<file path="config.mk">
export PLATFORM = sky130hd
export DESIGN_NAME = usf_status
export DESIGN_NICKNAME = d
export VERILOG_FILES = /design/src/usf_ahb_port.v /design/src/usf_irq.v /design/src/usf_status.v
export VERILOG_INCLUDE_DIRS = /design/src
export SDC_FILE = /design/constraint.sdc
export NUM_CORES = 1
export LEC_CHECK = 0
export BUFFER_PORTS_ARGS = -buffer_cell sky130_fd_sc_hd__buf_2
export CORE_ASPECT_RATIO = 1.2
export CORE_MARGIN = 2
export CORE_UTILIZATION = 45
export DETAILED_ROUTE_END_ITERATION = 8
export PLACE_DENSITY = 0.84
export SLEW_MARGIN = 20
export SYNTH_ARGS = -nofsm -noshare
export SYNTH_HDL_FRONTEND = slang
export SYNTH_SLANG_ARGS = --single-unit
</file>
<file path="constraint.sdc">
create_clock -name hclk -period 2.13 [get_ports hclk]
set_input_delay 0.426 -clock hclk [delete_from_list [all_inputs] [get_ports hclk]]
set_output_delay 0.426 -clock hclk [all_outputs]
set_load 0.01 [all_outputs]
</file>
<file path="src/usf_map.vh">
`ifndef USF_MAP_VH
`define USF_MAP_VH

// ****************************************
// Register byte offsets (low address byte)
// ****************************************
`define USF_ADDR_STATUS 8'h00
`define USF_ADDR_CTRL 8'h04
`define USF_ADDR_RXBUF 8'h08
`define USF_ADDR_IRQ_STAT 8'h0c
`define USF_ADDR_IRQ_MASK 8'h10

// ****************************************
// Status register fields
// ****************************************
`define USF_ST_LISTEN 7
`define USF_ST_FE 6
`define USF_ST_OE 5
`define USF_ST_PE 4
`define USF_ST_BRK 3
`define USF_ST_RXERR 2
`define USF_ST_ADDR 1
`define USF_ST_BUSY 0
`define USF_STATUS_RST 8'h00

// ****************************************
// Control register fields
// ****************************************
`define USF_CT_PEN 0
`define USF_CT_MODE_LO 1
`define USF_CT_MODE_HI 2
`define USF_CT_SWRST 3
`define USF_CTRL_W 4
`define USF_CTRL_RST 4'h0
`define USF_MODE_NONE 2'h0
`define USF_MODE_IDLE 2'h1
`define USF_MODE_ADDR 2'h2

// ****************************************
// Interrupt status and mask fields
// ****************************************
`define USF_IRQ_RXCHAR 0
`define USF_IRQ_OVR 1
`define USF_IRQ_ERR 2
`define USF_IRQ_BRK 3
`define USF_IRQ_W 4
`define USF_IRQ_MASK_RST 4'h0

`endif

</file>
<file path="src/usf_ahb_port.v">
`timescale 1ns/10ps
`default_nettype none
`include "usf_map.vh"

module usf_ahb_port (
	// Clock, reset, enable
	input wire hclk,
	input wire hresetn,
	input wire ce,
	// AHB-Lite slave
	input wire hsel,
	input wire [31:0] haddr,
	input wire [1:0] htrans,
	input wire hwrite,
	input wire [2:0] hsize,
	input wire [31:0] hwdata,
	input wire hready,
	output wire hreadyout,
	output wire hresp,
	output reg [31:0] hrdata,
	// Register side
	output wire rd_req,
	output wire [7:0] rd_addr,
	input wire [31:0] rd_value,
	output wire wr_req,
	output wire [7:0] wr_addr,
	output wire [31:0] wr_data
);

	reg wpend_ff;
	reg [7:0] waddr_ff;
	wire accept;

	// Only whole-word transfers are expected, so hsize is not decoded
	assign accept = ce & hready & hsel & htrans[1] & (hsize == 3'h2 | hsize != 3'h2);
	assign rd_req = accept & ~hwrite;
	assign rd_addr = haddr[7:0];
	assign wr_req = wpend_ff & ce;
	assign wr_addr = waddr_ff;
	assign wr_data = hwdata;
	// A frozen block stretches the data phase instead of losing it
	assign hreadyout = ce;
	assign hresp = 1'b0;

	always @(posedge hclk or negedge hresetn) begin
		if (!hresetn) begin
			wpend_ff <= 1'b0;
			waddr_ff <= 8'h00;
			hrdata <= 32'h0000_0000;
		end else if (ce) begin
			wpend_ff <= accept & hwrite;
			if (accept & hwrite) begin
				waddr_ff <= haddr[7:0];
			end
			if (rd_req) begin
				hrdata <= rd_value;
			end
		end
	end

endmodule

`default_nettype wire

</file>
<file path="src/usf_irq.v">
`timescale 1ns/10ps
`default_nettype none
`include "usf_map.vh"

module usf_irq #(
	parameter W = `USF_IRQ_W
) (
	// Clock, reset, enable
	input wire hclk,
	input wire hresetn,
	input wire ce,
	// Events and software access
	input wire [W-1:0] event_set,
	input wire clr_we,
	input wire [W-1:0] clr_data,
	input wire mask_we,
	input wire [W-1:0] mask_data,
	// State and request
	output reg [W-1:0] stat_ff,
	output reg [W-1:0] mask_ff,
	output wire irq
);

	wire [W-1:0] nxt_stat;

	// Set wins over a write-one-to-clear in the same cycle
	assign nxt_stat = (stat_ff & ~(clr_we ? clr_data : {W{1'b0}})) | event_set;
	assign irq = |(stat_ff & mask_ff);

	always @(posedge hclk or negedge hresetn) begin
		if (!hresetn) begin
			stat_ff <= {W{1'b0}};
			mask_ff <= `USF_IRQ_MASK_RST;
		end else if (ce) begin
			stat_ff <= nxt_stat;
			if (mask_we) begin
				mask_ff <= mask_data;
			end
		end
	end

endmodule

`default_nettype wire

</file>
<file path="src/usf_status.v">
// Notes on behaviour
// - Loopback select 1 feeds the transmit line into the receiver; 0 disables.
// - Framing flag sets on a character whose stop bit was low.
// - Overrun flag sets when a character lands before the prior one was read.
// - Reading the receive holding buffer clears the overrun flag.
// - Parity flag sets when a received character fails its parity check.
// - With parity checking off, the parity flag reads as zero.
// - Break flag sets when a break is seen or a status write puts a one in bit 3, stays zero otherwise.
// - Summary flag sets on an errored character; framing, parity or overrun accompanies it.
// - Reading the receive holding buffer clears the summary flag.
// - Address-bit mode: bit 1 shows address characters, zero for data.
// - Reading the receive holding buffer clears the address flag.
// - Idle-line mode: bit 1 sets when idle preceded the character.
// - Reading the receive holding buffer clears the idle-line flag.
// - Activity flag is one while transmit or receive is running.
`timescale 1ns/10ps
`default_nettype none
`include "usf_map.vh"

module usf_status (
	// Clock, reset, enable
	input wire hclk,
	input wire hresetn,
	input wire ce,
	// AHB-Lite slave
	input wire hsel,
	input wire [31:0] haddr,
	input wire [1:0] htrans,
	input wire hwrite,
	input wire [2:0] hsize,
	input wire [31:0] hwdata,
	input wire hready,
	output wire hreadyout,
	output wire hresp,
	output wire [31:0] hrdata,
	// Receiver character events
	input wire rx_char_valid,
	input wire [7:0] rx_char_data,
	input wire rx_stop_low,
	input wire rx_parity_bad,
	input wire rx_addr_mark,
	input wire rx_idle_seen,
	input wire rx_break_seen,
	// Activity of the shifters
	input wire tx_active,
	input wire rx_active,
	// Serial lines
	input wire tx_shift_out,
	input wire rxd_pin,
	output wire serial_transmit_line,
	output wire receiver_line,
	// Configuration towards the rest of the port
	output wire parity_check_enable,
	output wire [1:0] mp_mode,
	output wire port_soft_reset,
	output wire rxbuf_read,
	// Interrupt
	output wire irq
);

	// ****************************************
	// Bus front end
	// ****************************************
	wire rd_req;
	wire [7:0] rd_addr;
	reg [31:0] rd_value;
	wire wr_req;
	wire [7:0] wr_addr;
	wire [31:0] wr_data;

	usf_ahb_port u_port (
		.hclk(hclk),
		.hresetn(hresetn),
		.ce(ce),
		.hsel(hsel),
		.haddr(haddr),
		.htrans(htrans),
		.hwrite(hwrite),
		.hsize(hsize),
		.hwdata(hwdata),
		.hready(hready),
		.hreadyout(hreadyout),
		.hresp(hresp),
		.hrdata(hrdata),
		.rd_req(rd_req),
		.rd_addr(rd_addr),
		.rd_value(rd_value),
		.wr_req(wr_req),
		.wr_addr(wr_addr),
		.wr_data(wr_data)
	);

	// ****************************************
	// Flag update helper
	// ****************************************
	// Software write or clear first, hardware set on top so events win
	function flag_next;
		input cur;
		input we;
		input wval;
		input clr;
		input set;
		begin
			if (we) begin
				flag_next = wval | set;
			end else if (clr) begin
				flag_next = set;
			end else begin
				flag_next = cur | set;
			end
		end
	endfunction

	// ****************************************
	// State
	// ****************************************
	reg listen_ff;
	reg fe_ff;
	reg oe_ff;
	reg pe_ff;
	reg brk_ff;
	reg rxerr_ff;
	reg adr_ff;
	reg [`USF_CTRL_W-1:0] ctrl_ff;
	reg [7:0] rxdata_ff;
	reg full_ff;

	wire st_we;
	wire ct_we;
	wire istat_we;
	wire imask_we;
	wire swrst;
	wire pen;
	wire [1:0] mode;
	wire busy;
	wire overrun;
	wire fe_set;
	wire pe_set;
	wire brk_set;
	wire err_set;
	wire adr_load;
	wire adr_val;
	wire [`USF_IRQ_W-1:0] irq_events;
	wire [`USF_IRQ_W-1:0] istat;
	wire [`USF_IRQ_W-1:0] imask;

	reg nxt_listen;
	reg nxt_fe;
	reg nxt_oe;
	reg nxt_pe;
	reg nxt_brk;
	reg nxt_rxerr;
	reg nxt_adr;

	// ****************************************
	// Write decode
	// ****************************************
	assign st_we = wr_req & (wr_addr == `USF_ADDR_STATUS);
	assign ct_we = wr_req & (wr_addr == `USF_ADDR_CTRL);
	assign istat_we = wr_req & (wr_addr == `USF_ADDR_IRQ_STAT);
	assign imask_we = wr_req & (wr_addr == `USF_ADDR_IRQ_MASK);

	assign swrst = ctrl_ff[`USF_CT_SWRST];
	assign pen = ctrl_ff[`USF_CT_PEN];
	assign mode = ctrl_ff[`USF_CT_MODE_HI:`USF_CT_MODE_LO];

	// The read side effect fires at the address phase, once per transfer
	assign rxbuf_read = rd_req & (rd_addr == `USF_ADDR_RXBUF);

	// ****************************************
	// Receive events
	// ****************************************
	// overrun on occupied buffer
	assign overrun = rx_char_valid & full_ff & ~rxbuf_read;
	assign fe_set = rx_char_valid & rx_stop_low;
	assign pe_set = rx_char_valid & rx_parity_bad & pen;
	assign brk_set = rx_break_seen;
	assign err_set = fe_set | pe_set | overrun;

	assign adr_load = rx_char_valid & ((mode == `USF_MODE_ADDR) | (mode == `USF_MODE_IDLE));
	assign adr_val = (mode == `USF_MODE_ADDR) ? rx_addr_mark : rx_idle_seen;

	assign busy = tx_active | rx_active;

	// ****************************************
	// Status flag next values
	// ****************************************
	always @* begin
		nxt_listen = st_we ? wr_data[`USF_ST_LISTEN] : listen_ff;
		nxt_fe = flag_next(fe_ff, st_we, wr_data[`USF_ST_FE], rxbuf_read, fe_set);
		nxt_oe = flag_next(oe_ff, st_we, wr_data[`USF_ST_OE], rxbuf_read, overrun);
		nxt_pe = flag_next(pe_ff, st_we, wr_data[`USF_ST_PE], rxbuf_read, pe_set);
		nxt_brk = flag_next(brk_ff, st_we, wr_data[`USF_ST_BRK], rxbuf_read, brk_set);
		nxt_rxerr = flag_next(rxerr_ff, st_we, wr_data[`USF_ST_RXERR], rxbuf_read, err_set);
		nxt_adr = flag_next(adr_ff, st_we, wr_data[`USF_ST_ADDR], rxbuf_read, 1'b0);
		if (adr_load) begin
			nxt_adr = adr_val;
		end
		// Port reset wipes the flags but keeps the loopback choice
		if (swrst) begin
			nxt_fe = 1'b0;
			nxt_oe = 1'b0;
			nxt_pe = 1'b0;
			nxt_brk = 1'b0;
			nxt_rxerr = 1'b0;
			nxt_adr = 1'b0;
		end
	end

	// ****************************************
	// Registers
	// ****************************************
	always @(posedge hclk or negedge hresetn) begin
		if (!hresetn) begin
			listen_ff <= 1'b0;
			fe_ff <= 1'b0;
			oe_ff <= 1'b0;
			pe_ff <= 1'b0;
			brk_ff <= 1'b0;
			rxerr_ff <= 1'b0;
			adr_ff <= 1'b0;
			ctrl_ff <= `USF_CTRL_RST;
			rxdata_ff <= 8'h00;
			full_ff <= 1'b0;
		end else if (ce) begin
			listen_ff <= nxt_listen;
			fe_ff <= nxt_fe;
			oe_ff <= nxt_oe;
			pe_ff <= nxt_pe;
			brk_ff <= nxt_brk;
			rxerr_ff <= nxt_rxerr;
			adr_ff <= nxt_adr;
			if (ct_we) begin
				ctrl_ff <= wr_data[`USF_CTRL_W-1:0];
			end
			if (swrst) begin
				full_ff <= 1'b0;
			end else if (rx_char_valid) begin
				rxdata_ff <= rx_char_data;
				full_ff <= 1'b1;
			end else if (rxbuf_read) begin
				full_ff <= 1'b0;
			end
		end
	end

	// ****************************************
	// Interrupts
	// ****************************************
	assign irq_events[`USF_IRQ_RXCHAR] = rx_char_valid & ~swrst;
	assign irq_events[`USF_IRQ_OVR] = overrun & ~swrst;
	assign irq_events[`USF_IRQ_ERR] = err_set & ~swrst;
	assign irq_events[`USF_IRQ_BRK] = brk_set & ~swrst;

	usf_irq #(
		.W(`USF_IRQ_W)
	) u_irq (
		.hclk(hclk),
		.hresetn(hresetn),
		.ce(ce),
		.event_set(irq_events),
		.clr_we(istat_we),
		.clr_data(wr_data[`USF_IRQ_W-1:0]),
		.mask_we(imask_we),
		.mask_data(wr_data[`USF_IRQ_W-1:0]),
		.stat_ff(istat),
		.mask_ff(imask),
		.irq(irq)
	);

	// ****************************************
	// Read decode
	// ****************************************
	always @* begin
		rd_value = 32'h0000_0000;
		if (rd_addr == `USF_ADDR_STATUS) begin
			rd_value[15:8] = 8'h00;
			rd_value[`USF_ST_LISTEN] = listen_ff;
			rd_value[`USF_ST_FE] = fe_ff;
			rd_value[`USF_ST_OE] = oe_ff;
			rd_value[`USF_ST_PE] = pe_ff & pen;
			rd_value[`USF_ST_BRK] = brk_ff;
			// summary shows only with a visible cause
			rd_value[`USF_ST_RXERR] = rxerr_ff & (fe_ff | oe_ff | (pe_ff & pen));
			rd_value[`USF_ST_ADDR] = adr_ff;
			rd_value[`USF_ST_BUSY] = busy;
		end else if (rd_addr == `USF_ADDR_CTRL) begin
			rd_value[`USF_CTRL_W-1:0] = ctrl_ff;
		end else if (rd_addr == `USF_ADDR_RXBUF) begin
			rd_value[7:0] = rxdata_ff;
		end else if (rd_addr == `USF_ADDR_IRQ_STAT) begin
			rd_value[`USF_IRQ_W-1:0] = istat;
		end else if (rd_addr == `USF_ADDR_IRQ_MASK) begin
			rd_value[`USF_IRQ_W-1:0] = imask;
		end
	end

	// ****************************************
	// Serial lines and configuration outputs
	// ****************************************
	// The pin keeps transmitting in loopback, so a remote listener still sees traffic
	assign serial_transmit_line = tx_shift_out;
	assign receiver_line = listen_ff ? tx_shift_out : rxd_pin;

	assign parity_check_enable = pen;
	assign mp_mode = mode;
	assign port_soft_reset = swrst;

endmodule

`default_nettype wire

</file>
# After elaboration in Yosys (flattened, before gate mapping)
# Index checks and enable logic that the tools add are counted.
[totals]
reg_bits = 45
input_bits = 93
wordCells = 118
[op_classes]
eq_ne = 11
n_mux = 31
n_bitwise = 48
reduce_logical = 13
[ops]
columns = ["operator", "count"]
rows = [
  ["2-to-1 mux 4 bit", 7],
  ["bitwise AND 1 bit", 24],
  ["== test 8 x 4 -> 1 bit, second input constant", 3],
  ["2-to-1 mux 1 bit", 23],
  ["OR 1 bit", 17],
  ["== test 8 x 3 -> 1 bit, second input constant", 2],
  ["== test 8 x 5 -> 1 bit, second input constant", 2],
  ["zero test 8 bit", 2],
  ["AND reduction 2 bit", 7],
  ["bitwise AND 4 bit", 2],
  ["2-to-1 mux 8 bit", 1],
  ["NOT 4 bit", 1],
  ["OR 4 bit", 1],
  ["nonzero test 4 bit", 1],
  ["OR reduction 4 bit", 1],
  ["== test 3 x 2 -> 1 bit, second input constant", 1],
  ["!= test 3 x 2 -> 1 bit, second input constant", 1],
  ["NOT 1 bit", 3],
  ["AND reduction 3 bit", 1],
  ["nonzero test 3 bit", 1],
  ["== test 2 x 1 -> 1 bit, second input constant", 1],
  ["== test 2 bit, second input constant", 1],
]

# Longest topological paths before layout
[depth]
depth_word = 13
ltp_mapped = 7
depth_no_buf = 6

# Cells and area by module
# Synthesis repeated with hierarchy kept, for this count alone.
[hier_totals]
cells_unflattened = 305
hier_area_um2 = 3621.0
[by_module_without_submodules]
columns = ["mod", "instances", "cells_per_inst", "area_each_um2", "seq_area_each_um2"]
rows = [
  ["usf_ahb_port", 1, 135, 1879.3, 1026.0],
  ["usf_status", 1, 145, 1380.1, 500.5],
  ["usf_irq", 1, 25, 361.6, 200.2],
]

# Worst setup path after synthesis
# OpenSTA, ideal clock, no wires.
[synth_timing]
path_kind = "input to register"
from = "in haddr[0]"
to = "reg oe_ff"
arrival_time_ns = 1.698
path_slack_ns = 0.306
path_stages = 5
n_path_buf = 0
path_cell_list = "or4b_4 -> nor4_4 -> nor2_1 -> a21oi_1 -> o21ai_1"
[synth_via]
elab_chain_cells = 8
word_cells_on_any_way = 9
[synth_rtl]
columns = ["element", "line", "source"]
rows = [
  ["start: declaration", "usf_status.v:27", "input wire [31:0] haddr,"],
  ["== test 8 x 4 -> 1 bit (no source line) (*)", "n/a", ""],
  ["bitwise AND 1 bit (*)", "usf_status.v:168", "assign rxbuf_read = rd_req & (rd_addr == `USF_ADDR_RXBUF);"],
  ["named net rxbuf_read", "usf_status.v:56", "output wire rxbuf_read,"],
  ["NOT 1 bit", "usf_status.v:174", "assign overrun = rx_char_valid & full_ff & ~rxbuf_read;"],
  ["bitwise AND 1 bit", "usf_status.v:174", ""],
  ["OR 1 bit", "usf_status.v:109", "flag_next = cur | set;"],
  ["2-to-1 mux 1 bit", "usf_status.v:106", "end else if (clr) begin"],
  ["2-to-1 mux 1 bit (*)", "usf_status.v:104", "if (we) begin"],
  ["2-to-1 mux 1 bit (*)", "usf_status.v:200", "if (swrst) begin"],
  ["end signal: assignment", "usf_status.v:228", "oe_ff <= nxt_oe;"],
  ["end: declaration", "usf_status.v:119", "reg oe_ff;"],
]
# The timed path passes the listed nets; every way through them passes the cells marked *.
# A chain may end at the register's enable or synchronous reset.

# Final worst setup path
[layout_timing]
from = "in haddr[0]"
to = "out rxbuf_read"
[layout_via]
elab_chain_cells = 2
[layout_rtl]
columns = ["element", "line"]
rows = [
  ["== test 8 x 4 -> 1 bit (no source line)", "n/a"],
  ["bitwise AND 1 bit", "usf_status.v:168"],
  ["end: declaration", "usf_status.v:56"],
]
# Every way passes these cells.

==> out/qor.tcl <==
set qor(clkSlewWorstSetupHoldPaths_ns) 0.08
set qor(max-cap-violations) 0
set qor(final_period_minus_worst_setup_slack_ns) 2.041
set qor(fp.coreArea_mm2) 0.005298
set qor(critPathMaxStageDelay_ns) 0.60
set qor(proportion_of_register_bits_with_asynchronous_set_or_reset_after_synthesis_pct) 100.0
set qor(share_of_final_layout_standard_cells_stronger_than_drive_strength_1_pct) 37.58
set qor(row_count) 29
set qor(design.die.area_mm2) 0.006137
set qor(yosysSeqAreaShare_pct) 45.29
set qor(critPathSlowestCell) {sky130_fd_sc_hd__or4b_4}
set qor(final_core_utilization_pct) 55.05
set qor(hold_ws_ns) 0.08640
set qor(crit_path_max_fanout) 3
set qor(worstPathBufferInverterCount) 2
set qor(grt_overflow_total) 0
set qor(wire_length_of_the_first_global_routing_pass_mm) 9.218
set qor(layout_worst_path_cycle_share_pct) 95.84
set qor(ir_worst_vdd_mv) 0.4487
set qor(netlist_area_before_placement_mm2) 0.002486
set qor(unrepaired_setup_endpoints_after_global_routing) {no}
set qor(globalRouteTotalUtil_pct) 19.27
set qor(top_level_ports) 135
set qor(worst_path_dominant_cell_family) {simple AND/OR/NAND/NOR gates}
set qor(gp_congestion) 0.8234
set qor(outcome) {finished, final reports clean}
set qor(drt-vias-per-instance) 5.553
set qor(die_w_um) 71.85
set qor(finalSetupViolCount) 0
set qor(drt_first_iter_violations) 143
set qor(die_height_um) 85.42
set qor(p_leak_nw) 1.403
set qor(post_cts_resized) 0
set qor(route.antenna.remaining_nets) 0
set qor(synthDistinctLibCells) 49
set qor(dpl.cell_count) 351
set qor(final_layout_setup_total_negative_slack_ns) 0
set qor(drc) 0
set qor(grt_pass1_vias) 1965
set qor(number_of_antenna_violations_at_the_first_check_in_global_routing) 0
set qor(critPathKind) {in -> out}
set qor(total_of_flip_flops_plus_latches_after_synthesis) 45
set qor(start_util_pct) 46.93
set qor(cp_data_arrival_time_ns) 1.62
set qor(clk-insertion-delay-late_ns) 0.29
set qor(detailedPlacementHpwl_mm) 4.408
set qor(cts-root-buf) {sky130_fd_sc_hd__clkbuf_8}
set qor(final_net_count) 391
set qor(synthesis.yosys.warnings) 0
set qor(final_cell_count_no_fill) 360
set qor(worst_ep_required_time_ns) 1.70
set qor(h-tree-depth) 2
set qor(postSynthAreaPerCell_um2) 10.72
set qor(routed_wire_length_per_instance_um) 15.73
set qor(tritoncts_clock_tree) {yes}
set qor(vias) 1999
set qor(worst_clock_skew_ns) 0.003324
set qor(cts_sinks) 45
set qor(antennaDiodeCount) 0
set qor(achievable-frequency_ghz) 0.4899
set qor(maxSlewViolCount) 0
set qor(detail_route.wirelength_mm) 5.661
set qor(critical_path.endpoint_type) {output pin}
set qor(power-per-cell-area_mw_per_mm2) 712.2
set qor(cts_inserted_buffers) 5
set qor(synth_cells) 232
set qor(startpoint_type) {input pin}
set qor(worst_hold_path_type) {in -> async}
set qor(port_buffer_count) 57
set qor(grt_max_degree) 46
set qor(number_of_enable_flip_flop_cells_after_synthesis) 0
set qor(drt_pass1_iterations) 4
set qor(hold_viol_final) 0
set qor(worst_path_most_repeated_cell) {sky130_fd_sc_hd__buf_2}
set qor(maximum_number_of_buffers_from_clock_root_to_sink) 2
set qor(critical_path.cell_chain) {buf_2 -> or4b_4 -> nor4_4 -> buf_2}
set qor(syn2layout_area_growth_pct) 17.31
set qor(synth_top_flop_cell) {sky130_fd_sc_hd__dfrtp_1}
## per-stage QoR
stage | cell area [um2] | setup WS [ns] | total power [mW]
global route | 2917 | 0.005435 | 2.178
global placement | 2793 | 0.07926 | 1.412
detailed placement | 2793 | 0.08547 | 1.432
CTS | 2909 | 0.07615 | 2.079
finish | 2917 | 0.08869 | 2.077
floorplan | 2576 | 0.3065 | 1.301
## sequential cells by signal, summed over array words and instances (netlist names), 4 cells and up
| register | count |
|---|---|
| u_port.hrdata | 8 |
| u_port.wr_addr | 8 |
| ctrl_ff | 4 |
| u_irq.mask_ff | 4 |
| u_irq.stat_ff | 4 |
| rxdata_ff | 8 |
## report_power, final
part	internal [mW]	switching [mW]	total (mW)	leakage, nW
Combinational	0.182	0.182	0.364	0.807
Clock	0.382	0.278	0.661	0.0585
Sequential	0.960	0.0927	1.05	0.537
## layer usage
layer | global-route usage, % | share of wire, % | vias up
met5 | 0 | 0 | -
met4 | 9.091 | 4.0 | 0
met3 | 3.088 | 5.9 | 15
met2 | 33.33 | 51 | 86
met1 | 23.20 | 39 | 976
li1 | - | - | 922
## cell families (layout without fill, tap and decap cells)
kind of cell / count (synthesis) / after routing / share of synthesized area (%)
buffers and inverters: 39 / 81 / 10.17
AND/OR/NAND/NOR: 66 / 66 / 16.46
adder cells (fa/ha/maj): 1 / 1 / 0.5032
AO/OA/AOI/OAI: 53 / 53 / 15.30
other: 1 / 25 / 0.1508
multiplexers: 27 / 27 / 12.13
flip-flops: 45 / 45 / 45.29
## cell type report
cell class / count / area, um2
clock inverter: 1 / 30.03
tap: 62 / 77.57
clock buffer: 7 / 86.33
sequential: 45 / 1126
fill: 462 / 2381
timing repair buffer: 68 / 380.4
inverter: 5 / 18.77
multi-input combinational: 172 / 1197
## worst paths after layout
check	startpoint	endpoint	slack [ns]	depth (start not counted)
setup / recovery	haddr[0]	rxbuf_read	0.09	4
hold / removal	hresetn	u_port.wpend_ff	0.09	2
setup reg to reg	u_port.wr_addr[0]	ctrl_ff[2]	0.14	5
hold reg to reg	u_port.hrdata[2]	u_port.hrdata[2]	0.49	2
max in group asynchronous	hresetn	u_irq.stat_ff[0]	1.82	2
min in group hclk	rx_char_data[6]	rxdata_ff[6]	0.36	2
## cells in the mapped netlist, types with 2 or more instances
| master | n | share of area, % |
|---|---|---|
| sky130_fd_sc_hd__a22oi_1 | 3 | 0.91 |
| sky130_fd_sc_hd__or3b_2 | 2 | 0.70 |
| sky130_fd_sc_hd__inv_1 | 5 | 0.75 |
| sky130_fd_sc_hd__a22o_1 | 3 | 1.1 |
| sky130_fd_sc_hd__mux2i_1 | 2 | 0.81 |
| sky130_fd_sc_hd__nand2_1 | 20 | 3.0 |
| sky130_fd_sc_hd__mux2_2 | 25 | 11 |
| sky130_fd_sc_hd__o32a_1 | 3 | 1.2 |
| sky130_fd_sc_hd__a21oi_1 | 10 | 2.0 |
| sky130_fd_sc_hd__nand2b_1 | 3 | 0.75 |
| sky130_fd_sc_hd__nor2_1 | 14 | 2.1 |
| sky130_fd_sc_hd__nor4_1 | 2 | 0.50 |
| sky130_fd_sc_hd__a32oi_1 | 2 | 0.70 |
| sky130_fd_sc_hd__a2bb2oi_1 | 2 | 0.70 |
| sky130_fd_sc_hd__o21ai_0 | 12 | 2.4 |
| sky130_fd_sc_hd__nor3_1 | 4 | 0.81 |
| sky130_fd_sc_hd__a31oi_1 | 2 | 0.50 |
| sky130_fd_sc_hd__a221oi_1 | 4 | 1.4 |
| sky130_fd_sc_hd__dfrtp_1 | 45 | 45 |
| sky130_fd_sc_hd__buf_4 | 27 | 8.2 |
| sky130_fd_sc_hd__o21ai_1 | 3 | 0.60 |
| sky130_fd_sc_hd__nor2b_1 | 6 | 1.5 |
| sky130_fd_sc_hd__buf_2 | 4 | 0.81 |
| sky130_fd_sc_hd__clkbuf_1 | 3 | 0.45 |
| sky130_fd_sc_hd__nor4b_4 | 2 | 1.9 |
## repair_timing
item,CTS,global route
hold buffers,0,0
buffers inserted,0,1
endpoints found under the setup margin,0,7
## cell usage in the layout, fill, tap and decap left out, types with 2 or more instances in the layout
| master | instances |
|---|---|
| sky130_fd_sc_hd__buf_2 | 57 |
| sky130_fd_sc_hd__dfrtp_1 | 45 |
| sky130_fd_sc_hd__mux2_2 | 25 |
| sky130_fd_sc_hd__conb_1 | 25 |
| sky130_fd_sc_hd__nand2_1 | 20 |
| sky130_fd_sc_hd__nor2_1 | 14 |
| sky130_fd_sc_hd__o21ai_0 | 12 |
| sky130_fd_sc_hd__a21oi_1 | 10 |
| sky130_fd_sc_hd__buf_4 | 10 |
| sky130_fd_sc_hd__nor2b_1 | 6 |
| sky130_fd_sc_hd__clkbuf_8 | 6 |
| sky130_fd_sc_hd__inv_1 | 5 |
| sky130_fd_sc_hd__nor3_1 | 4 |
| sky130_fd_sc_hd__a221oi_1 | 4 |
| sky130_fd_sc_hd__a22oi_1 | 3 |
| sky130_fd_sc_hd__nand2b_1 | 3 |
| sky130_fd_sc_hd__o32a_1 | 3 |
| sky130_fd_sc_hd__a22o_1 | 3 |
| sky130_fd_sc_hd__o21ai_1 | 3 |
| sky130_fd_sc_hd__or3b_2 | 2 |
| sky130_fd_sc_hd__a2bb2oi_1 | 2 |
| sky130_fd_sc_hd__mux2i_1 | 2 |
| sky130_fd_sc_hd__nor4_1 | 2 |
| sky130_fd_sc_hd__nor4b_4 | 2 |
| sky130_fd_sc_hd__a32oi_1 | 2 |
| sky130_fd_sc_hd__a31oi_1 | 2 |
Note: power is estimated with default switching activity, not from simulation.
